--- src/hw/stc_defines.svh ---
// register offsets, field positions and reset values of the threshold bank
`ifndef STC_DEFINES_SVH
`define STC_DEFINES_SVH

`define STC_ADDR_W 7
`define STC_DATA_W 8
`define STC_CODE_W 12

// register offsets within the page
`define STC_OFF_FIRST_AUXILIARY_INPUT_MIN_LO 7'h19
`define STC_OFF_SECOND_AUXILIARY_INPUT_MAX_HI 7'h1A
`define STC_OFF_SECOND_AUXILIARY_INPUT_MAX_LO 7'h1B
`define STC_OFF_SECOND_AUXILIARY_INPUT_MIN_HI 7'h1C
`define STC_OFF_SECOND_AUXILIARY_INPUT_MIN_LO 7'h1D
`define STC_OFF_TEMP_MAX_HI 7'h1E
`define STC_OFF_TEMP_MAX_LO 7'h1F
`define STC_OFF_TEMP_MIN_HI 7'h20
`define STC_OFF_TEMP_MIN_LO 7'h21
`define STC_OFF_RSVD_FIRST 7'h22
`define STC_OFF_RSVD_LAST 7'h29
`define STC_OFF_X_HI 7'h2A
`define STC_OFF_X_LO 7'h2B
`define STC_OFF_Y_HI 7'h2C
`define STC_OFF_Y_LO 7'h2D

// threshold bank: eight bytes from the first high register onward
`define STC_THR_COUNT 8
`define STC_THR_IDX_W 3

// index of each threshold byte inside the bank
`define STC_IDX_SECOND_AUXILIARY_INPUT_MAX_HI 3'h0
`define STC_IDX_SECOND_AUXILIARY_INPUT_MAX_LO 3'h1
`define STC_IDX_SECOND_AUXILIARY_INPUT_MIN_HI 3'h2
`define STC_IDX_SECOND_AUXILIARY_INPUT_MIN_LO 3'h3
`define STC_IDX_TEMP_MAX_HI 3'h4
`define STC_IDX_TEMP_MAX_LO 3'h5
`define STC_IDX_TEMP_MIN_HI 3'h6
`define STC_IDX_TEMP_MIN_LO 3'h7

// field positions in a high register
`define STC_EN_BIT 4
`define STC_HI_NIB_MSB 3
`define STC_HI_NIB_LSB 0

// flag positions in the flag vector
`define STC_FLAG_TEMP_MIN 0
`define STC_FLAG_TEMP_MAX 1
`define STC_FLAG_SECOND_AUXILIARY_INPUT_MIN 2
`define STC_FLAG_SECOND_AUXILIARY_INPUT_MAX 3
`define STC_FLAG_W 4

// reset and read-back values
`define STC_REG_RESET 8'h00
`define STC_RSVD_READ 8'h00
`define STC_UNMAPPED_READ 8'h00

`endif

--- src/hw/stc_pkg.sv ---
// types shared by the threshold and coordinate register bank
`default_nettype none
package stc_pkg;

  // source of a conversion result, one-hot
  typedef enum logic [2:0] {
    STC_SRC_SECOND_AUXILIARY_INPUT = 3'h1,
    STC_SRC_TEMPERATURE_METHOD_ONE = 3'h2,
    STC_SRC_TEMPERATURE_METHOD_TWO = 3'h4
  } stc_src_e;

  // one conversion result strobe
  typedef struct packed {
    logic valid;
    stc_src_e src;
    logic [11:0] code;
  } stc_result_s;

  // one coordinate pair strobe
  typedef struct packed {
    logic valid;
    logic [11:0] x;
    logic [11:0] y;
  } stc_coord_s;

  // register access request from the serial control port
  typedef struct packed {
    logic wr;
    logic rd;
    logic [6:0] addr;
    logic [7:0] wdata;
  } stc_req_s;

endpackage : stc_pkg
`default_nettype wire

--- src/hw/stc_thresh_check.sv ---
// one enabled threshold comparison against a 12-bit conversion result
`include "stc_defines.svh"
`default_nettype none
module stc_thresh_check #(
  parameter int CODE_W = `STC_CODE_W,
  parameter bit IS_MAX = 1'b1
) (
  input wire logic [7:0] hi_in,
  input wire logic [7:0] lo_in,
  input wire logic result_ok_in,
  input wire logic [CODE_W-1:0] code_in,
  output logic hit_out
);

  logic [CODE_W-1:0] thr;
  logic enabled;

  // threshold is the high nibble above the low byte, unsigned
  assign thr = {hi_in[`STC_HI_NIB_MSB:`STC_HI_NIB_LSB], lo_in};
  assign enabled = hi_in[`STC_EN_BIT];

  // disabled checks never fire, whatever the scan mode
  always_comb begin
    if (!enabled || !result_ok_in) begin
      hit_out = 1'b0;
    end else if (IS_MAX) begin
      hit_out = (code_in >= thr);
    end else begin
      hit_out = (code_in <= thr);
    end
  end

endmodule : stc_thresh_check
`default_nettype wire

--- src/hw/stc_regs.sv ---
// threshold, enable and coordinate register bank of the sar subsystem
//
// Notes on behaviour
// - second auxiliary maximum check runs only while its enable bit is set.
// - second auxiliary maximum threshold is high nibble above the low byte.
// - second auxiliary minimum check runs only while its enable bit is set.
// - second auxiliary minimum threshold is high nibble above the low byte.
// - temperature maximum check, both methods, runs only while enabled.
// - temperature maximum threshold is high nibble above the low byte.
// - temperature minimum check, both methods, runs only while enabled.
// - temperature minimum threshold is high nibble above the low byte.
// - first auxiliary minimum low byte is read/write and resets to zero.
// - x high register returns upper x byte, read-only, resets zero.
// - x low register returns lower x byte, read-only, resets zero.
// - y high register returns upper y byte, read-only, resets zero.
// - maximum flag on result at or above, minimum on at or below.
// - flags are sticky, cleared by reading, set again on recurrence.
// - y low byte is readable at the register after y high.
`include "stc_defines.svh"
`default_nettype none
module stc_regs #(
  parameter int CODE_W = `STC_CODE_W
) (
  input wire logic sys_clk_in,
  input wire logic reset_n_in,
  input wire stc_pkg::stc_req_s req_in,
  input wire stc_pkg::stc_result_s result_in,
  input wire stc_pkg::stc_coord_s coord_in,
  input wire logic flag_read_in,
  output logic [7:0] rdata_out,
  output logic rvalid_out,
  output logic [`STC_FLAG_W-1:0] flags_out,
  output logic [7:0] first_auxiliary_input_min_low_out
);

  // threshold bank, addressed by index
  logic [7:0] thr_q [`STC_THR_COUNT];
  logic [7:0] first_auxiliary_input_min_lo_q;
  logic [CODE_W-1:0] x_q;
  logic [CODE_W-1:0] y_q;
  logic [`STC_FLAG_W-1:0] flags_q;
  logic [`STC_FLAG_W-1:0] flags_d;
  logic [`STC_FLAG_W-1:0] hit;
  logic [7:0] rdata_q;
  logic [7:0] rdata_d;
  logic rvalid_q;
  logic in_bank;
  logic in_rsvd;
  logic [`STC_THR_IDX_W-1:0] bank_idx;
  logic is_second_auxiliary_input;
  logic is_temp;

  // address decode of the threshold bank and the reserved hole
  assign in_bank = (req_in.addr >= `STC_OFF_SECOND_AUXILIARY_INPUT_MAX_HI) &&
                   (req_in.addr <= `STC_OFF_TEMP_MIN_LO);
  assign in_rsvd = (req_in.addr >= `STC_OFF_RSVD_FIRST) &&
                   (req_in.addr <= `STC_OFF_RSVD_LAST);
  assign bank_idx = 3'(req_in.addr - `STC_OFF_SECOND_AUXILIARY_INPUT_MAX_HI);

  // which comparison pair a result feeds; both temperature methods share
  assign is_second_auxiliary_input = result_in.valid &&
                   (result_in.src == stc_pkg::STC_SRC_SECOND_AUXILIARY_INPUT);
  assign is_temp = result_in.valid &&
                   ((result_in.src == stc_pkg::STC_SRC_TEMPERATURE_METHOD_ONE) ||
                    (result_in.src == stc_pkg::STC_SRC_TEMPERATURE_METHOD_TWO));

  // threshold bank writes; upper bits are stored as written, so a
  // host that ignores the zero-write advice reads its own value back
  always_ff @(posedge sys_clk_in) begin
    if (!reset_n_in) begin
      for (int i = 0; i < `STC_THR_COUNT; i++) begin
        thr_q[i] <= `STC_REG_RESET;
      end
    end else if (req_in.wr && in_bank) begin
      thr_q[bank_idx] <= req_in.wdata;
    end
  end

  // first auxiliary minimum low byte
  always_ff @(posedge sys_clk_in) begin
    if (!reset_n_in) begin
      first_auxiliary_input_min_lo_q <= `STC_REG_RESET;
    end else if (req_in.wr && (req_in.addr == `STC_OFF_FIRST_AUXILIARY_INPUT_MIN_LO)) begin
      first_auxiliary_input_min_lo_q <= req_in.wdata;
    end
  end

  assign first_auxiliary_input_min_low_out = first_auxiliary_input_min_lo_q;

  // coordinates captured as a pair so high and low never tear
  always_ff @(posedge sys_clk_in) begin
    if (!reset_n_in) begin
      x_q <= '0;
      y_q <= '0;
    end else if (coord_in.valid) begin
      x_q <= coord_in.x;
      y_q <= coord_in.y;
    end
  end

  // the four comparators
  stc_thresh_check #(
    .CODE_W(CODE_W),
    .IS_MAX(1'b1)
  ) u_second_auxiliary_input_max (
    .hi_in(thr_q[`STC_IDX_SECOND_AUXILIARY_INPUT_MAX_HI]),
    .lo_in(thr_q[`STC_IDX_SECOND_AUXILIARY_INPUT_MAX_LO]),
    .result_ok_in(is_second_auxiliary_input),
    .code_in(result_in.code),
    .hit_out(hit[`STC_FLAG_SECOND_AUXILIARY_INPUT_MAX])
  );

  stc_thresh_check #(
    .CODE_W(CODE_W),
    .IS_MAX(1'b0)
  ) u_second_auxiliary_input_min (
    .hi_in(thr_q[`STC_IDX_SECOND_AUXILIARY_INPUT_MIN_HI]),
    .lo_in(thr_q[`STC_IDX_SECOND_AUXILIARY_INPUT_MIN_LO]),
    .result_ok_in(is_second_auxiliary_input),
    .code_in(result_in.code),
    .hit_out(hit[`STC_FLAG_SECOND_AUXILIARY_INPUT_MIN])
  );

  stc_thresh_check #(
    .CODE_W(CODE_W),
    .IS_MAX(1'b1)
  ) u_temp_max (
    .hi_in(thr_q[`STC_IDX_TEMP_MAX_HI]),
    .lo_in(thr_q[`STC_IDX_TEMP_MAX_LO]),
    .result_ok_in(is_temp),
    .code_in(result_in.code),
    .hit_out(hit[`STC_FLAG_TEMP_MAX])
  );

  stc_thresh_check #(
    .CODE_W(CODE_W),
    .IS_MAX(1'b0)
  ) u_temp_min (
    .hi_in(thr_q[`STC_IDX_TEMP_MIN_HI]),
    .lo_in(thr_q[`STC_IDX_TEMP_MIN_LO]),
    .result_ok_in(is_temp),
    .code_in(result_in.code),
    .hit_out(hit[`STC_FLAG_TEMP_MIN])
  );

  // sticky flags: a hit in the clearing cycle survives the clear
  always_comb begin
    flags_d = flags_q;
    if (flag_read_in) begin
      flags_d = '0;
    end
    flags_d = flags_d | hit;
  end

  always_ff @(posedge sys_clk_in) begin
    if (!reset_n_in) begin
      flags_q <= '0;
    end else begin
      flags_q <= flags_d;
    end
  end

  assign flags_out = flags_q;

  // read mux; reserved and unmapped offsets read as zero
  always_comb begin
    rdata_d = `STC_UNMAPPED_READ;
    if (in_bank) begin
      rdata_d = thr_q[bank_idx];
    end else if (in_rsvd) begin
      rdata_d = `STC_RSVD_READ;
    end else begin
      case (req_in.addr)
        `STC_OFF_FIRST_AUXILIARY_INPUT_MIN_LO: rdata_d = first_auxiliary_input_min_lo_q;
        `STC_OFF_X_HI: rdata_d = {4'h0, x_q[11:8]};
        `STC_OFF_X_LO: rdata_d = x_q[7:0];
        `STC_OFF_Y_HI: rdata_d = {4'h0, y_q[11:8]};
        `STC_OFF_Y_LO: rdata_d = y_q[7:0];
        default: rdata_d = `STC_UNMAPPED_READ;
      endcase
    end
  end

  // read data registered: answer one cycle after the strobe, held
  // until the next read so the serial shifter may take it at leisure
  always_ff @(posedge sys_clk_in) begin
    if (!reset_n_in) begin
      rdata_q <= `STC_REG_RESET;
    end else if (req_in.rd) begin
      rdata_q <= rdata_d;
    end
  end

  always_ff @(posedge sys_clk_in) begin
    if (!reset_n_in) begin
      rvalid_q <= 1'b0;
    end else begin
      rvalid_q <= req_in.rd;
    end
  end

  assign rdata_out = rdata_q;
  assign rvalid_out = rvalid_q;

  // helper copies of the assembled thresholds
  logic [CODE_W-1:0] second_auxiliary_input_max_thr;
  logic [CODE_W-1:0] second_auxiliary_input_min_thr;
  logic [CODE_W-1:0] temp_max_thr;
  logic [CODE_W-1:0] temp_min_thr;
  assign second_auxiliary_input_max_thr = {thr_q[0][3:0], thr_q[1]};
  assign second_auxiliary_input_min_thr = {thr_q[2][3:0], thr_q[3]};
  assign temp_max_thr = {thr_q[4][3:0], thr_q[5]};
  assign temp_min_thr = {thr_q[6][3:0], thr_q[7]};
endmodule : stc_regs
`default_nettype wire

--- config.mk ---
export PLATFORM = sky130hd
export DESIGN_NAME = stc_regs
export DESIGN_NICKNAME = d
export VERILOG_FILES = /design/src/hw/stc_pkg.sv /design/src/hw/stc_thresh_check.sv /design/src/hw/stc_regs.sv
export VERILOG_INCLUDE_DIRS = /design/src /design/src/hw
export SDC_FILE = /design/constraint.sdc
export NUM_CORES = 1
export LEC_CHECK = 0
export ABC_CLOCK_PERIOD_IN_PS = 8300
export BUFFER_PORTS_ARGS = -buffer_cell sky130_fd_sc_hd__buf_2
export CORE_MARGIN = 2
export CORE_UTILIZATION = 35
export CTS_CLUSTER_DIAMETER = 50
export DETAILED_ROUTE_END_ITERATION = 16
export GPL_TIMING_DRIVEN = 0
export HOLD_SLACK_MARGIN = 0.12
export SLEW_MARGIN = 20
export SYNTH_ARGS = -nofsm -noshare
export SYNTH_HDL_FRONTEND = slang
export SYNTH_SLANG_ARGS = --single-unit
--- constraint.sdc ---
create_clock -name sys_clk_in -period 8.3 [get_ports sys_clk_in]
set_clock_uncertainty 0.1 [all_clocks]
set_input_delay 1.245 -clock sys_clk_in [delete_from_list [all_inputs] [get_ports sys_clk_in]]
set_output_delay 1.245 -clock sys_clk_in [all_outputs]
set_load 0.005 [all_outputs]
==> out/results.tsv <==
metric	value	unit
status	finished clean	
routabilityCongestion	0.912	
initial_core_util	35.5	%
htree_num_levels	3	
synth.largest_area_cell	edfxtp_1	
post_cts_buffers	0	
post-route-min-period	4.58	ns
final_common_cell	buf_2	
cts_root_buffer	clkbuf_16	
syn2layout_area_growth	15.6	%
synth_enable_flop_cells	64	
syn_area	0.00634	mm²
cts_hold_buf	0	
peakVddDrop	0.0982	mV
max_stage_delay	0.64	ns
ios	82	
clock-sinks	109	
leakage	3.40	nW
crit_chain	buf_2 -> buf_1 -> inv_1 -> ha_1 -> a2111o_1 -> and2_4 -> nor3_4 -> buf_6 -> a21bo_1	
cts_tree	yes	
p_total	1.22	mW
diodes	0	
synth_top_area_share	30.3	%
cp_top_family	buffers and inverters	
port_buffers	79	
critPathLaunchType	input port	
drtIter0Drc	338	
fp.dieW	139	µm
finalSetupTns	0	ns
arrival	4.49	ns
cp-end-kind	flip-flop	
antenna_found_initial	0	
drt.antenna.violating_nets	0	
grt_max_degree	20	
drcViolationCount	0	
coreArea	0.0178	mm²
crit_type	input port to flip-flop	
fmax	218	MHz
layout-drive-gt1-share	19.7	%
cts.reportedPaths.clkPinSlew	0.07	ns
dp_hpwl	14200	µm
firstDrtPassIters	5	
wl_per_cell	20.7	µm
synth_area_per_cell	11.4	µm²
grt_first_pass_wirelength	28200	µm
fin_nets	759	
ys_ff_latch	109	
final_cell_mix	82 x buf_2, 64 x and3_1, 64 x edfxtp_1, 53 x ha_1, 49 x inv_1	
setup_viol_count_final	0	
critPathMaxFanout	10	
worstHoldPathType	flip-flop to flip-flop	
cap_violations	0	
wl	18200	µm
seq_area_frac_synth	44.5	%
avgViaCountPerCell	5.44	
vias	4785	
rows	49	
grt_pass1_vias	5027	
worst-path-buf-inv	4	
synth.distinct_cells	59	
async_reset_ff_share	0	%
gr-total-overflow	0	
die-area	0.0192	mm²
synthFlopType	edfxtp_1	
netlist_instances	555	
worst_slew_pin_slew	0.813	ns
p_per_area	167	mW/mm²
clk_path_buf_depth	2	
required	8.21	ns
yosys_warnings	0	
cts_resized	0	
die_h	139	µm
period_share	55.2	%
hold_violations	0	
syn_nets	669	
max-slew-margin-rel	45.8	%
n_fill_cell	1725	
synth_area_leaders	edfxtp_1 30%, dfxtp_1 14%, ha_1 10%, and3_1 6.3%, mux2i_1 6.3%	
slew_violations	0	
cpMaxStageDelayCell	buf_1	
rsz0062_at_grt	false	
track_usage	19.1	%
cts_inserted_buffers	9	
clk_latency	0.36	ns
where the power goes:
part	leakage (nW)	internal [mW]	switching (mW)
Combinational	2.27	0.0719	0.0966
Clock	0.147	0.227	0.217
Sequential	0.976	0.596	0.0149
Total	3.40	0.895	0.328
synth_stat cells (7+ instances only):
master and n:
edfxtp_1 64, mux4_2 16, o21a_1 7, nor2b_1 38
dfxtp_1 45, nand4_1 8, a21bo_1 8, a21o_1 7
and3_1 64, mux2i_1 40, nand2_1 15, ha_1 53
a21oi_1 17, nor2_1 9, inv_1 49, clkbuf_1 16
path summary, 6_finish.rpt:
kind,start,endpoint,slack (ns),cells past startpoint
setup reg to reg,thr_q[5][0],flags_out[1],6.19,6
hold reg to reg,flags_out[1],flags_out[1],0.38,2
hold / removal,flags_out[1],flags_out[1],0.38,2
setup / recovery,req_in[9],thr_q[6][0],3.72,9
worst reg2reg max path: stages (launching register included):
cell       delay (ns)
edfxtp_1         0.40
ha_1             0.28
nand2b_1         0.15
a2111oi_0        0.46
nor4_1           0.09
a2111oi_0        0.38
o21ai_1          0.12
metal layers:
layer  wire [µm]  up-vias  global-route usage (%)
li1            -     2269                       -
met1        7670     2333                    24.2
met2        9120      143                    33.2
met3         864       40                    2.73
met4         526        0                    7.36
met5           0        -                       0
logic make-up (layout without fill, tap and decap cells):
kind of cell	after synthesis	in the layout	synth area share, %
fa+ha+maj	53	53	10.5
buf+inv	77	172	5.33
mux	56	56	12.0
compound gates	93	93	11.0
flops	109	109	44.5
simple gates	166	166	16.5
xor+xnor	1	1	0.138
sequential cells by signal (all words and copies together) (netlist names):
name and flops:
y_q 12, thr_q 64, rdata_out 8, rvalid_out 1, flags_out 4, x_q 12, first_auxiliary_input_min_low_out 8
per-stage QoR:
| step | cell area [µm²] | hold slack (ns) | std cells | utilization [%] | setup WS [ns] |
|---|---|---|---|---|---|
| 6_report | 7320 | 0.379 | 879 | 41.1 | 3.72 |
| 5_1_grt | 7320 | 0.389 | 879 | 41.1 | 3.50 |
| 4_1_cts | 7320 | 0.383 | 879 | 41.0 | 3.73 |
| 3_5_place_dp | 7020 | 0.371 | 863 | 39.3 | 3.35 |
| 3_3_place_gp | 7020 | 0.370 | 863 | 39.3 | 3.42 |
| 2_1_floorplan | 6340 | 0.342 | 555 | - | 4.43 |
layout make-up:
cell class	instances	area, µm²	share of cell area [%]
inverter	50	188	2.56
tap	229	287	3.91
timing repair buffer	79	395	5.40
sequential	109	2820	38.5
clock inverter	6	51.3	0.700
buffer	27	150	2.05
clock buffer	10	250	3.42
multi-input combinational	369	3180	43.4
Power figures use the tool's default switching activity.
